**config.mk**
```make
export PLATFORM = sky130hd
export DESIGN_NAME = acsr_regs
export DESIGN_NICKNAME = d
export VERILOG_FILES = /design/src/logic/acsr_pkg.sv /design/src/logic/acsr_regs.sv /design/src/logic/acsr_rate_timer.sv
export SDC_FILE = /design/constraint.sdc
export NUM_CORES = 1
export LEC_CHECK = 0
export BUFFER_PORTS_ARGS = -buffer_cell sky130_fd_sc_hd__buf_4
export CORE_MARGIN = 1
export CORE_UTILIZATION = 29
export CTS_BUF_LIST = sky130_fd_sc_hd__clkbuf_4 sky130_fd_sc_hd__clkbuf_8
export DETAILED_ROUTE_END_ITERATION = 8
export GPL_ROUTABILITY_DRIVEN = 0
export GPL_TIMING_DRIVEN = 0
export PLACE_DENSITY = 0.49
export SLEW_MARGIN = 20
export SYNTH_ARGS = -nofsm -noshare
export SYNTH_HDL_FRONTEND = slang
export SYNTH_HIERARCHICAL = 1
export SYNTH_SLANG_ARGS = --single-unit
```
**constraint.sdc**
```tcl
create_clock -name clk -period 5.6 [get_ports clk]
set_input_delay 0.28 -clock clk [delete_from_list [all_inputs] [get_ports clk]]
set_output_delay 0.28 -clock clk [all_outputs]
set_load 0.02 [all_outputs]
```
**src/logic/acsr_pkg.sv**
```systemverilog
// shared constants and types of the converter setup and counter snapshot registers
`default_nettype none
package acsr_pkg;

  // ==========================================================
  // register offsets on the serial port
  localparam logic [4:0] ADDR_SYNC_COUNTER_CAPTURE = 5'h07;
  localparam logic [4:0] ADDR_CONVERTER_SETUP      = 5'h08;
  localparam logic [4:0] ADDR_STATUS0              = 5'h09;
  localparam logic [4:0] ADDR_LOCK                 = 5'h0a;
  localparam logic [4:0] ADDR_SYNC_SNAP            = 5'h0b;

  // ==========================================================
  // field layout
  // bit order of the struct is the register's own bit order, msb first
  typedef struct packed {
    logic       filter_width_select;  // bit 7
    logic       soft_reset_trigger;   // bit 6
    logic [1:0] output_rate_select;   // bits 5:4
    logic       temp_select;          // bit 3
    logic [1:0] reserved;             // bits 2:1
    logic       clock_out_select;     // bit 0
  } acsr_setup_type;

  localparam logic [7:0]  SETUP_RESET       = 8'h00;
  localparam int          SNAP_BIT          = 1;
  localparam int          STATUS_PROT_BIT   = 2;
  localparam int          COUNTER_WIDTH     = 12;
  localparam logic [11:0] COUNTER_RESET     = 12'h000;
  localparam logic [15:0] CAPTURE_RESET     = 16'h0000;
  localparam logic [7:0]  LOCK_KEY_PROTECT  = 8'hca;
  localparam logic [7:0]  LOCK_KEY_RELEASE  = 8'h9c;

  // ==========================================================
  // timing
  localparam int CLK_PERIOD_PS     = 5000;
  localparam int FAST_RATE_US      = 125;  // period at the fastest output rate
  localparam int RATE_BASE_CYCLES  = (FAST_RATE_US * 1000000) / CLK_PERIOD_PS;
  localparam int RATE_CNT_WIDTH    = 18;

  // ==========================================================
  // serial port phases
  typedef enum logic [2:0] {
    SPI_IDLE    = 3'b001,
    SPI_COMMAND = 3'b010,
    SPI_DATA    = 3'b100
  } acsr_phase_type;

endpackage
`default_nettype wire

```
**src/logic/acsr_regs.sv**
```systemverilog
// converter setup and counter snapshot registers behind the serial port
//
// Function
// - snapshot register low twelve bits show captured sync counter, zero after reset.
// - snapshot register bits fifteen to twelve always read zero.
// - setup bit 0 clear drives ready strobe on shared pin, set drives clock.
// - setup bit 3 picks external second voltage pair or temperature sensor.
// - setup bits five to four pick 8, 4, 2 or 1 kHz output rate.
// - writing setup bit 6 starts soft reset; bit clears itself after one cycle.
// - setup bit 7 picks filter bandwidth, 3.3 kHz when clear, 2 kHz set.
// - setup bits 1 and 2 reserved, zero, without effect.
// - lock key 0xca refuses setup writes, 0x9c accepts them again.
`timescale 1ns/1ps
`default_nettype none
module acsr_regs #(
  parameter int unsigned RATE_BASE_CYCLES = acsr_pkg::RATE_BASE_CYCLES
) (
  input  wire logic                     clk,
  input  wire logic                     reset,
  input  wire logic                     ce,
  input  wire logic                     spi_sclk,
  input  wire logic                     spi_cs_n,
  input  wire logic                     spi_mosi,
  output var  logic                     spi_miso_out,
  output var  logic                     spi_miso_oe_n,
  output var  logic                     ready_or_clock_pin,
  output var  acsr_pkg::acsr_setup_type converter_setup
);

  // ==========================================================
  // pin synchronisers
  logic sclk_s1, sclk_s2, sclk_s3;
  logic cs_n_s1, cs_n_s2;
  logic mosi_s1, mosi_s2;

  always_ff @(posedge clk or posedge reset) begin
    if (reset) begin
      sclk_s1 <= 1'b1;
      sclk_s2 <= 1'b1;
      sclk_s3 <= 1'b1;
      cs_n_s1 <= 1'b1;
      cs_n_s2 <= 1'b1;
      mosi_s1 <= 1'b0;
      mosi_s2 <= 1'b0;
    end else if (ce) begin
      sclk_s1 <= spi_sclk;
      sclk_s2 <= sclk_s1;
      sclk_s3 <= sclk_s2;
      cs_n_s1 <= spi_cs_n;
      cs_n_s2 <= cs_n_s1;
      mosi_s1 <= spi_mosi;
      mosi_s2 <= mosi_s1;
    end
  end

  logic sclk_rise;
  logic sclk_fall;
  assign sclk_rise = sclk_s2 && !sclk_s3;
  assign sclk_fall = !sclk_s2 && sclk_s3;

  // ==========================================================
  // serial frame: command byte {addr[4:0], read, 2'b00}, then data msb first
  acsr_pkg::acsr_phase_type phase_r;
  logic [2:0]  bit_cnt_r;
  logic [7:0]  shift_in_r;
  logic [7:0]  cmd_r;
  logic [7:0]  cmd_nxt;
  logic [15:0] shift_out_r;
  logic [15:0] rd_word;
  logic        miso_r;
  logic        miso_oe_n_r;
  logic        wr_stb_r;
  logic [4:0]  wr_addr_r;
  logic [7:0]  wr_data_r;

  assign cmd_nxt = {shift_in_r[6:0], mosi_s2};

  always_ff @(posedge clk or posedge reset) begin
    if (reset) begin
      phase_r     <= acsr_pkg::SPI_IDLE;
      bit_cnt_r   <= 3'h0;
      shift_in_r  <= 8'h00;
      cmd_r       <= 8'h00;
      shift_out_r <= 16'h0000;
      wr_stb_r    <= 1'b0;
      wr_addr_r   <= 5'h00;
      wr_data_r   <= 8'h00;
    end else if (ce) begin
      wr_stb_r <= 1'b0;
      case (phase_r)
        acsr_pkg::SPI_IDLE: begin
          bit_cnt_r <= 3'h0;
          if (!cs_n_s2) begin
            phase_r <= acsr_pkg::SPI_COMMAND;
          end
        end
        acsr_pkg::SPI_COMMAND: begin
          if (cs_n_s2) begin
            phase_r <= acsr_pkg::SPI_IDLE;
          end else if (sclk_rise) begin
            shift_in_r <= cmd_nxt;
            bit_cnt_r  <= bit_cnt_r + 3'h1;
            if (bit_cnt_r == 3'h7) begin
              cmd_r       <= cmd_nxt;
              shift_out_r <= rd_word;
              phase_r     <= acsr_pkg::SPI_DATA;
            end
          end
        end
        acsr_pkg::SPI_DATA: begin
          if (cs_n_s2) begin
            phase_r <= acsr_pkg::SPI_IDLE;
          end else begin
            if (sclk_rise) begin
              shift_in_r <= cmd_nxt;
              bit_cnt_r  <= bit_cnt_r + 3'h1;
              // one write per frame; later bytes are ignored
              if (bit_cnt_r == 3'h7 && !cmd_r[2] && !wr_stb_r) begin
                wr_stb_r  <= 1'b1;
                wr_addr_r <= cmd_r[7:3];
                wr_data_r <= cmd_nxt;
                cmd_r[2]  <= 1'b1;
              end
            end
            if (sclk_fall) begin
              shift_out_r <= {shift_out_r[14:0], 1'b0};
            end
          end
        end
        default: begin
          phase_r <= acsr_pkg::SPI_IDLE;
        end
      endcase
    end
  end

  // miso launched on the falling edge so the host samples it on the next rise
  always_ff @(posedge clk or posedge reset) begin
    if (reset) begin
      miso_r      <= 1'b0;
      miso_oe_n_r <= 1'b1;
    end else if (ce) begin
      miso_oe_n_r <= !(phase_r == acsr_pkg::SPI_DATA && !cs_n_s2);
      if (phase_r == acsr_pkg::SPI_DATA && sclk_fall) begin
        miso_r <= shift_out_r[15];
      end
    end
  end

  // ==========================================================
  // registers
  acsr_pkg::acsr_setup_type setup_r;
  logic                     lock_r;
  logic [acsr_pkg::COUNTER_WIDTH-1:0] sync_cnt_r;
  logic [15:0]              capture_r;
  logic                     setup_wr;
  logic                     snap_wr;

  assign setup_wr = wr_stb_r && wr_addr_r == acsr_pkg::ADDR_CONVERTER_SETUP;
  assign snap_wr  = wr_stb_r && wr_addr_r == acsr_pkg::ADDR_SYNC_SNAP && wr_data_r[acsr_pkg::SNAP_BIT];

  always_comb begin
    rd_word = 16'h0000;
    case (cmd_nxt[7:3])
      acsr_pkg::ADDR_SYNC_COUNTER_CAPTURE: rd_word = capture_r;
      acsr_pkg::ADDR_CONVERTER_SETUP:      rd_word = {setup_r, 8'h00};
      acsr_pkg::ADDR_STATUS0:              rd_word = {5'h00, lock_r, 2'b00, 8'h00};
      default:                             rd_word = 16'h0000;
    endcase
  end

  always_ff @(posedge clk or posedge reset) begin
    if (reset) begin
      setup_r <= acsr_pkg::SETUP_RESET;
    end else if (ce) begin
      // soft reset: trigger stands one cycle, then every field returns to default
      if (setup_r.soft_reset_trigger) begin
        setup_r <= acsr_pkg::SETUP_RESET;
      end else if (setup_wr && !lock_r) begin
        setup_r          <= wr_data_r;
        setup_r.reserved <= 2'b00;
      end
    end
  end

  always_ff @(posedge clk or posedge reset) begin
    if (reset) begin
      lock_r <= 1'b0;
    end else if (ce) begin
      if (setup_r.soft_reset_trigger) begin
        lock_r <= 1'b0;
      end else if (wr_stb_r && wr_addr_r == acsr_pkg::ADDR_LOCK) begin
        // other key values leave protection as it was
        if (wr_data_r == acsr_pkg::LOCK_KEY_PROTECT) begin
          lock_r <= 1'b1;
        end else if (wr_data_r == acsr_pkg::LOCK_KEY_RELEASE) begin
          lock_r <= 1'b0;
        end
      end
    end
  end

  always_ff @(posedge clk or posedge reset) begin
    if (reset) begin
      sync_cnt_r <= acsr_pkg::COUNTER_RESET;
      capture_r  <= acsr_pkg::CAPTURE_RESET;
    end else if (ce) begin
      sync_cnt_r <= setup_r.soft_reset_trigger ? acsr_pkg::COUNTER_RESET : sync_cnt_r + 1'b1;
      if (setup_r.soft_reset_trigger) begin
        capture_r <= acsr_pkg::CAPTURE_RESET;
      end else if (snap_wr) begin
        capture_r <= {4'h0, sync_cnt_r};
      end
    end
  end

  // ==========================================================
  // shared pin
  logic tick;
  logic pin_r;

  acsr_rate_timer #(
    .BASE_CYCLES (RATE_BASE_CYCLES)
  ) u_rate_timer (
    .clk      (clk),
    .reset    (reset),
    .ce       (ce),
    .rate_sel (setup_r.output_rate_select),
    .restart  (setup_r.soft_reset_trigger),
    .tick     (tick)
  );

  // clock mode gives clk/2; a free pin clock is not available in one domain
  always_ff @(posedge clk or posedge reset) begin
    if (reset) begin
      pin_r <= 1'b0;
    end else if (ce) begin
      pin_r <= setup_r.clock_out_select ? !pin_r : tick;
    end
  end

  assign spi_miso_out       = miso_r;
  assign spi_miso_oe_n      = miso_oe_n_r;
  assign ready_or_clock_pin = pin_r;
  assign converter_setup    = setup_r;

  // ==========================================================
  // checks
  capture_upper_zero_a: assert property (@(posedge clk) disable iff (reset)
    capture_r[15:12] == 4'h0)
    else $error("snapshot reserved bits not zero");

  capture_latch_a: assert property (@(posedge clk) disable iff (reset)
    (ce && snap_wr && !setup_r.soft_reset_trigger) |=> (capture_r[11:0] == $past(sync_cnt_r)))
    else $error("snapshot did not capture counter");

  pin_ready_mode_a: assert property (@(posedge clk) disable iff (reset)
    (ce && !setup_r.clock_out_select) |=> (pin_r == $past(tick)))
    else $error("shared pin not following ready tick");

  pin_clock_mode_a: assert property (@(posedge clk) disable iff (reset)
    (ce && setup_r.clock_out_select) |=> (pin_r != $past(pin_r)))
    else $error("shared pin not toggling in clock mode");

  temp_select_a: assert property (@(posedge clk) disable iff (reset)
    (ce && setup_wr && !lock_r && !setup_r.soft_reset_trigger)
      |=> (converter_setup.temp_select == $past(wr_data_r[3])))
    else $error("temperature select not taken");

  filter_select_a: assert property (@(posedge clk) disable iff (reset)
    (ce && setup_wr && !lock_r && !setup_r.soft_reset_trigger)
      |=> (converter_setup.filter_width_select == $past(wr_data_r[7])))
    else $error("filter width select not taken");

  soft_reset_pulse_a: assert property (@(posedge clk) disable iff (reset)
    (ce && setup_r.soft_reset_trigger) |=> (setup_r == acsr_pkg::SETUP_RESET && !lock_r))
    else $error("soft reset did not self clear");

  reserved_zero_a: assert property (@(posedge clk) disable iff (reset)
    setup_r.reserved == 2'b00)
    else $error("reserved setup bits not zero");

  locked_refuse_a: assert property (@(posedge clk) disable iff (reset)
    (ce && setup_wr && lock_r && !setup_r.soft_reset_trigger) |=> $stable(setup_r))
    else $error("setup write accepted while locked");

  lock_key_a: assert property (@(posedge clk) disable iff (reset)
    (ce && wr_stb_r && wr_addr_r == acsr_pkg::ADDR_LOCK && wr_data_r == acsr_pkg::LOCK_KEY_PROTECT
      && !setup_r.soft_reset_trigger) |=> lock_r)
    else $error("protect key not taken");

  locked_write_c: cover property (@(posedge clk) disable iff (reset) setup_wr && lock_r);
  snapshot_c:     cover property (@(posedge clk) disable iff (reset) snap_wr);
  soft_reset_c:   cover property (@(posedge clk) disable iff (reset) setup_r.soft_reset_trigger);
  clock_mode_c:   cover property (@(posedge clk) disable iff (reset) setup_r.clock_out_select && pin_r);

endmodule
`default_nettype wire

```
**src/logic/acsr_rate_timer.sv**
```systemverilog
// output rate timer: one-cycle tick per selected output period
`timescale 1ns/1ps
`default_nettype none
module acsr_rate_timer #(
  parameter int unsigned BASE_CYCLES = acsr_pkg::RATE_BASE_CYCLES
) (
  input  wire logic       clk,
  input  wire logic       reset,
  input  wire logic       ce,
  input  wire logic [1:0] rate_sel,
  input  wire logic       restart,
  output var  logic       tick
);

  // ==========================================================
  // period counter
  logic [acsr_pkg::RATE_CNT_WIDTH-1:0] cnt_r;
  logic [acsr_pkg::RATE_CNT_WIDTH-1:0] last_nxt;
  logic                                tick_r;

  // 00 -> base, 01 -> 2x, 10 -> 4x, 11 -> 8x period
  assign last_nxt = (acsr_pkg::RATE_CNT_WIDTH'(BASE_CYCLES) << rate_sel) - 1'b1;

  always_ff @(posedge clk or posedge reset) begin
    if (reset) begin
      cnt_r  <= '0;
      tick_r <= 1'b0;
    end else if (ce) begin
      // soft reset realigns the period; a rate change takes effect at once
      if (restart || cnt_r >= last_nxt) begin
        cnt_r <= '0;
      end else begin
        cnt_r <= cnt_r + 1'b1;
      end
      tick_r <= !restart && (cnt_r >= last_nxt);
    end
  end

  assign tick = tick_r;

  // ==========================================================
  // checks
  logic [acsr_pkg::RATE_CNT_WIDTH-1:0] gap_r;
  logic                                seen_r;
  logic [1:0]                          rate_q_r;
  always_ff @(posedge clk or posedge reset) begin
    if (reset) begin
      gap_r    <= '0;
      seen_r   <= 1'b0;
      rate_q_r <= 2'b00;
    end else if (ce) begin
      gap_r    <= (tick_r || restart) ? '0 : gap_r + 1'b1;
      rate_q_r <= rate_sel;
      // a period cut short by a rate change is legal, so only whole periods are checked
      seen_r   <= (restart || rate_sel != rate_q_r) ? 1'b0 : (seen_r || tick_r);
    end
  end

  rate_period_a: assert property (@(posedge clk) disable iff (reset)
    (ce && tick_r && seen_r && $stable(rate_sel) && !$past(restart))
      |-> (gap_r == last_nxt))
    else $error("output rate tick spacing wrong");

endmodule
`default_nettype wire

```
==> results.md, run 1 <==
- Layout Cells excl Fill: 800
- Status: finished clean
- Final hold viol count: 0
- Largest net degree at the start of global routing: 60
- Synth cell types: 68
- Area growth, synth to finish: 12.0%
- GRT overflow: 0
- Hold Crit Class: in2reg
- CTS buffer count: 9
- Avg Cell Area, Syn: 11.2 um2
- Overall Global Routing Usage: a little over an eighth
- CTS max path bufs: 2
- Slew @ Worst Pin: slightly below 0.8 ns
- Clock-pin slew on the worst setup and hold paths: approximately 0.1 ns
- DRC violation count after routing: 0
- Initial core utilization: between 30% and 40%
- Tcrit/Tclk final: a little over half
- Endpoints failing setup: 0
- Clk_skew: roughly 0.016 ns
- Leakage: around 2.8 nW
- Via count: ~3900
- Post-synth EDFFs: 0
- DR vias/cell: just under 5
- Most frequent cells in the layout: dfrtp_1, mux2_2, ha_1
- Min Tclk post-route: roughly 3 ns
- Inst Count DP: 783
- Share of layout cells above drive strength 1: between 20% and 30%
- Max Cap Violations: 0
- Wire per inst: ~16 um
- Worst path slowest cell: dfrtp_1
- Slew HR: about half
- CP arrival: approximately 3.3 ns
- Mapped Area: 5690 um2
- Seq/Total Area, Yosys: 48.1%
- Syn. warnings: 6
- PortBufs: 14
- Top cell type's share of synthesized area: between 40 and 50%
- Root buffer cell: clkbuf_8
- Routed WL: 12.4 mm
- CTS tree: yes
- FFs w/ async S/R, synth: between 90% and 100%
- Leading cell type in the layout, fill and taps excluded: dfrtp_1
- Die Wd: between 100 and 150 um
- Clk_lat worst skew: 0.39 ns
- Vias in the first global route: roughly 4000
- Slowest stage delay, CP: a little under 0.6 ns
- Final nets: 568
- Flops & latches, synth: about 110
- Chip height: ~140 um
- CP Cell Sequence: inv_1 > ha_1 > nor4_1 > and3_1 > xnor2_1 > ha_1 > a21oi_1 > o21ai_1 > a211oi_4 > nand2_1 > o211ai_1
- ANT nets after route: 0
- Initial DRC count: roughly 170
- First-pass GRT wire length: about 21 mm
- Yosys top cell by area: dfrtp_1
- Cells after synthesis: between 500 and 600
- Largest cells by area after synthesis: dfrtp_1, mux2_2, ha_1
- Hold depth: 2
- RSZ-0062 raised after global routing: false
- CP Capture Type: flip-flop
- Dpl ws: between 2 and 3 ns
- # IOs: 17
- Ys flop type: dfrtp_1
- Antenna Cells: 0
- CP Launch Type: flip-flop
- Peak Freq: ~0.33 GHz
- CP Max Fanout: 9
- Post-CTS sizing: 0
- Final worst slack: roughly 2.6 ns
- Worst hold margin: ~0.13 ns
- Clk sinks: 109
- Final Slew Violations: 0
- Initial antenna violation count: 0
- H-tree depth: 3
- Final TNS setup: 0 ns
- CP dominant cell by count: ha_1
- PwrDens: approximately 270 nW/um2
- HPWL reported at the end of detailed placement: between 8 and 9 mm
- Row count: 50
- Worst Path Required: approximately 5.9 ns
- TritonRoute pass-1 iters: 5
- FF-to-FF path depth: 11
- Core area: 19000 um2
- VDD IR-drop max: between 0.2 and 0.25 mV
- Die Area: 20200 um2
- Crit Path Class: reg2reg
logic make-up (layout without fill, tap and decap cells):
kind of cell	after synthesis	in the layout	share of synthesized area, %
AND/OR/NAND/NOR	162	162	16.5
flip-flops	109	109	48.1
AO/OA/AOI/OAI	85	85	11.1
multiplexers	52	52	10.8
buffers and inverters	47	79	4.02
adder cells (fa/ha/maj)	27	27	5.93
XOR/XNOR	23	23	3.54
other	2	3	0.132
cell type report:
cell class              count  area [um2]
fillers                  1896       12600
plain buffers              22         135
well taps                 260         325
repair buffers             16         143
multi-input cells         352        2730
clock inverters             6        68.8
flip-flops and latches    109        2740
clock buffers              10         138
inverters                  25        98.8
metal layers:
metal	track usage [%]	vias to the layer above	part of all wire, %
met5	0	-	0
met4	5.04	0	2.1
met3	3.57	17	3.1
met2	21.7	68	47
met1	17.4	1929	48
li1	-	1881	-
synthesized netlist by cell type, types with 10 or more instances:
cell type / instances
inv_1: 25
a22o_1: 13
clkbuf_1: 13
nand4_1: 10
and2_1: 12
a21oi_1: 15
ha_1: 27
a31o_2: 13
nor2_2: 10
nor2_1: 24
dfrtp_1: 102
nand2_1: 25
nor3_1: 14
xor2_1: 10
nand3_1: 21
o21ai_0: 15
xnor2_1: 13
mux2_2: 38
path summary, 6_finish.rpt:
| kind | startpoint | to | slack (ns) |
|---|---|---|---|
| worst max-delay path | converter_setup[4]$_DFFE_PP0P_ | u_rate_timer/cnt_r[2]$_DFFE_PP0P_ | 2.58 |
| worst min-delay path | spi_mosi | mosi_s1$_DFFE_PP0P_ | 0.13 |
| worst max register to register | converter_setup[4]$_DFFE_PP0P_ | u_rate_timer/cnt_r[2]$_DFFE_PP0P_ | 2.58 |
| worst min register to register | bit_cnt_r[0]$_DFFE_PP0P_ | bit_cnt_r[0]$_DFFE_PP0P_ | 0.50 |
| max in group asynchronous | reset | u_rate_timer/cnt_r[15]$_DFFE_PP0P_ | 4.50 |
| min in group asynchronous | reset | ready_or_clock_pin$_DFFE_PP0P_ | 0.42 |
where the power goes:
part	internal (W)	switching [W]
Clock	0.000222	0.000286
Sequential	0.000861	0.0000965
Combinational	0.000112	0.000144
Total	0.00120	0.000526
through the flow:
step	instance area [um2]	util, %	power [W]
2_1_floorplan	5700	-	0.00114
3_3_place_gp	6130	32.3	0.00122
3_5_place_dp	6160	32.5	0.00123
4_1_cts	6380	33.6	0.00175
5_1_grt	6380	33.6	0.00183
6_report	6380	33.6	0.00172
worst max-delay path, delay by kind of cell, from the launching register on:
family	cells	cell delay, ns
AO/OA/AOI/OAI	4	0.95
XOR/XNOR	1	0.08
adder cells (fa/ha/maj)	2	0.48
buffers and inverters	1	0.17
AND/OR/NAND/NOR	3	0.65
flip-flops	1	0.59
registers in the layout, indices dropped and copies added (netlist names), 3 cells and up:
signal / cells
phase_r: 3
wr_addr_r: 5
u_rate_timer/cnt_r: 18
capture_r: 12
shift_out_r: 16
bit_cnt_r: 3
sync_cnt_r: 12
wr_data_r: 8
cmd_r: 6
converter_setup: 6
shift_in_r: 7
what timing repair did:
item                                   CTS  global route
hold buffers                             1             0
endpoints found under the hold margin   31             0
buffers inserted                         0             0
(Power assumes the default switching activity.)
==> run 2: changes to the inputs <==
--- a/config.mk
+++ b/config.mk
@@ -5,6 +5,7 @@
 export SDC_FILE = /design/constraint.sdc
 export NUM_CORES = 1
 export LEC_CHECK = 0
+export ABC_AREA = 1
 export BUFFER_PORTS_ARGS = -buffer_cell sky130_fd_sc_hd__buf_4
 export CORE_MARGIN = 1
 export CORE_UTILIZATION = 29
@@ -12,7 +13,7 @@
 export DETAILED_ROUTE_END_ITERATION = 8
 export GPL_ROUTABILITY_DRIVEN = 0
 export GPL_TIMING_DRIVEN = 0
-export PLACE_DENSITY = 0.49
+export PLACE_DENSITY = 0.51
 export SLEW_MARGIN = 20
 export SYNTH_ARGS = -nofsm -noshare
 export SYNTH_HDL_FRONTEND = slang
==> constraint.sdc (replaced) <==
create_clock -name clk -period 2.5 [get_ports clk]
set_input_delay 0.125 -clock clk [delete_from_list [all_inputs] [get_ports clk]]
set_output_delay 0.125 -clock clk [all_outputs]
set_load 0.02 [all_outputs]
==> run 2 against run 1 <==
Compared with the run above: power increased by 130%; clock skew decreased by 0.0026 ns; final cell count increased by 35%; worst hold slack improved by 0.064 ns; design area increased by 7.4%; highest routed layer unchanged; synthesized area increased by 6.6%; combinational power increased to 2.8 times the previous value; die area increased by 6.5%; fmax increased by 28%; largest cell class is now multi-input gates; critical path depth increased by 3.
==> results.md, run 2 <==
- FFs w/ async S/R, synth: 100% (unchanged)
- Min Tclk post-route: 2.36 ns (-0.663 ns)
- Via count: 4855 (+25%)
- Endpoints failing setup: 0 (unchanged)
- Wire per inst: 13.0 um (-16%)
- Final Slew Violations: 0 (unchanged)
- Cells after synthesis: 768 (+51%)
- PortBufs: 14 (unchanged)
- Leakage: 3.31 nW (+16%)
- RSZ-0062 raised after global routing: false
- Synth Area in Compound Gates: 7.13% (-3.9 points)
- Post-route cell area: 6850 um2 (+7.4%)
- Chip height: 147 um (+3.2%)
- DRC violation count after routing: 0 (unchanged)
- Gr busiest metal: met2
- Seq/Total Area, Yosys: 45.1% (-3.0 points)
- Largest family of logic cells by synthesized area: simple AND/OR/NAND/NOR gates
- Initial DRC count: 339 (+100%)
- Initial core utilization: 29.8% (-0.23 points)
- Adder-Cell Fraction of Synth Area: 5.57% (-0.37 points)
- Leading cell type in the layout, fill and taps excluded: nand2_1
- TritonRoute pass-1 iters: 5 (unchanged)
- Core area: 20400 um2 (+7.4%)
- Clk_skew: 0.0137 ns (-0.00261 ns)
- Post-synth EDFFs: 0 (unchanged)
- Synth Area in Simple Gates: 32.6% (+16 points)
- Worst R2R Start: converter_setup[5]$_DFFE_PP0P_
- PwrDens: 573 nW/um2 (+110%)
- Final hold viol count: 0 (unchanged)
- Clock-pin slew on the worst setup and hold paths: 0.10 ns (about the same)
- Flops & latches, synth: 109 (unchanged)
- CP Max Fanout: 10 (+1)
- FF-to-FF path depth: 14 (+3)
- Yosys top cell by area: dfrtp_1
- CP Capture Type: flip-flop
- Critical Path End: u_rate_timer/cnt_r[3]$_DFFE_PP0P_
- VDD IR-drop max: 0.302 mV (+50%)
- GRT met2 Usage: 22.1% (+0.38 points)
- Die Wd: 147 um (+3.2%)
- Peak Freq: 0.424 GHz (+28%)
- Routed WL: 14.1 mm (+13%)
- Top reg by flops: u_rate_timer/cnt_r
- HPWL reported at the end of detailed placement: 10.2 mm (+14%)
- Largest regs: u_rate_timer/cnt_r: 18 flops, shift_out_r: 16 flops
- Overall Global Routing Usage: 14.2% (+0.61 points)
- DR vias/cell: 4.50 (-7.6%)
- CP Launch Type: flip-flop
- Clk_lat worst skew: 0.39 ns (about the same)
- Layout Cells excl Fill: 1079 (+35%)
- Worst Path Required: 2.82 ns (-3.07 ns)
- ANT nets after route: 0 (unchanged)
- Avg Cell Area, Syn: 7.90 um2 (-30%)
- CP arrival: 2.68 ns (-0.64 ns)
- Crit Path Class: reg2reg
- Most frequent cells in the layout: nand2_1, dfrtp_1, inv_1
- H-tree depth: 3 (unchanged)
- Initial antenna violation count: 0 (unchanged)
- Ys flop type: dfrtp_1
- Max reg flops: 18 (unchanged)
- Multiplexer share of the synthesized area: 0% (-11 points)
- CTS buffer count: 9 (unchanged)
- Vias in the first global route: 4713 (+17%)
- Count leader, synth: nand2_1
- Syn. warnings: 6 (unchanged)
- Synth Area in XOR/XNOR: 2.31% (-1.2 points)
- # IOs: 17 (unchanged)
- Synth cell types: 35 (-49%)
- Area growth, synth to finish: 12.8%
- Share of layout cells above drive strength 1: 14.0% (-9.9 points)
- Max Cap Violations: 0 (unchanged)
- Top cell type's share of synthesized area: 42.1% (-2.8 points)
- Final nets: 838 (+48%)
- Global-route met1 utilization: 19.8% (+2.4 points)
- Mapped Area: 6070 um2 (+6.6%)
- Status: finished clean
- Largest cells by area after synthesis: dfrtp_1, nand2_1, ha_1
- Slew @ Worst Pin: 0.750 ns (-0.0260 ns)
- Antenna Cells: 0 (unchanged)
- CTS tree: yes
- Clk sinks: 109 (unchanged)
- Slew HR: 49.9% (+1.7 points)
- Reg2reg setup slack: 0.14 ns (-2.44 ns)
- Hold Crit Class: in2reg
- Reg-to-Reg End: u_rate_timer/cnt_r[3]$_DFFE_PP0P_
- Die Area: 21500 um2 (+6.5%)
- Met3 GRT Util: 2.13% (-1.4 points)
- Top cells by count, synth: nand2_1, dfrtp_1, inv_1, nand3_1, nor2_1
- Largest net degree at the start of global routing: 48 (-20%)
- Placed Area: 6550 um2 (+6.3%)
- Worst Setup SP: converter_setup[5]$_DFFE_PP0P_
- Row count: 52 (+4.0%)
- GRT overflow: 0 (unchanged)
- Worst hold margin: 0.190 ns (+0.0639 ns)
- Worst hold start: ce
- Inst Count DP: 1054 (+35%)
- Tcrit/Tclk final: 94.4% (+40 points)
- CTS max path bufs: 2 (unchanged)
- Root buffer cell: clkbuf_8
- First-pass GRT wire length: 24.3 mm (+16%)
==> run 2: cell count changes after synthesis, sizes merged, moves of 31 or more <==
cell | previous run | this run
nand2 | 25 | 278
mux2 | 47 | 0
o21ai | 17 | 50
nor2 | 34 | 65
inv | 25 | 75
nand3 | 21 | 60
==> run 2: cell families (layout without fill, tap and decap cells) <==
family,count (synthesis),after routing
simple gates,437,437
fa+ha+maj,27,27
buf+inv,100,140
compound gates,77,77
flops,109,109
other cells,2,3
xor+xnor,16,16
==> run 2: cell type report <==
cell class / instances / area, um2
well taps: 270 / 338
flip-flops and latches: 109 / 2740
plain buffers: 25 / 156
repair buffers: 25 / 218
inverters: 75 / 287
clock inverters: 3 / 45.0
fillers: 2147 / 13500
multi-input cells: 560 / 2910
clock buffers: 12 / 159
==> run 2: worst min path at each step <==
stage                                                     to  slack (ns)  cells past startpoint
after floorplan            u_rate_timer/cnt_r[0]$_DFFE_PP0P_        0.08                      1
after global placement    u_rate_timer/cnt_r[15]$_DFFE_PP0P_        0.33                      2
after detailed placement            wr_data_r[7]$_DFFE_PP0P_        0.18                      2
after CTS                      u_rate_timer/tick$_DFFE_PP0P_        0.17                      4
after global routing       u_rate_timer/cnt_r[1]$_DFFE_PP0P_        0.23                      4
final                          u_rate_timer/tick$_DFFE_PP0P_        0.19                      4
==> run 2: timing repair <==
item	4_1_cts	5_1_grt
buffers inserted	3	3
endpoints found under the setup margin	17	10
resized for setup	2	3
pin swaps	0	2
hold buffers	4	0
endpoints found under the hold margin	65	0
==> run 2: where the power goes <==
part           internal, W  switching, W  leakage [nW]
sequential         0.00191      0.000155          1.48
clock             0.000525      0.000618        0.0981
combinational     0.000247      0.000472          1.74
total              0.00268       0.00124          3.31
==> run 2: metal layers <==
| metal | up-vias | part of all wire, % | wire length [um] |
|---|---|---|---|
| li1 | 2516 | - | - |
| met1 | 2247 | 52 | 7270 |
| met2 | 78 | 44 | 6190 |
| met3 | 14 | 3.0 | 428 |
| met4 | 0 | 1.3 | 190 |
| met5 | - | 0 | 0 |
==> run 2: metrics by stage <==
stage	power, W	TNS (ns)	util [%]	setup WS [ns]
2_1_floorplan	0.00261	0	-	0.0513
3_3_place_gp	0.00280	-111.98	32.0	-1.30
3_5_place_dp	0.00281	-2.47	32.2	-0.226
4_1_cts	0.00397	0	33.5	0.0828
5_1_grt	0.00415	0	33.6	0.00927
6_report	0.00392	0	33.6	0.140
==> run 2: critical path, stage by stage, from the launching register on <==
cell and delay, ns:
dfrtp_2 0.46, buf_4 0.17, ha_1 0.21, nor3_2 0.17
nand4_1 0.11, xor2_1 0.16, ha_1 0.18, nand2_1 0.06
nand2_1 0.04, nand2_1 0.05, a21oi_1 0.09, nor2_4 0.19
nand3_4 0.12, buf_8 0.17, a21oi_2 0.11
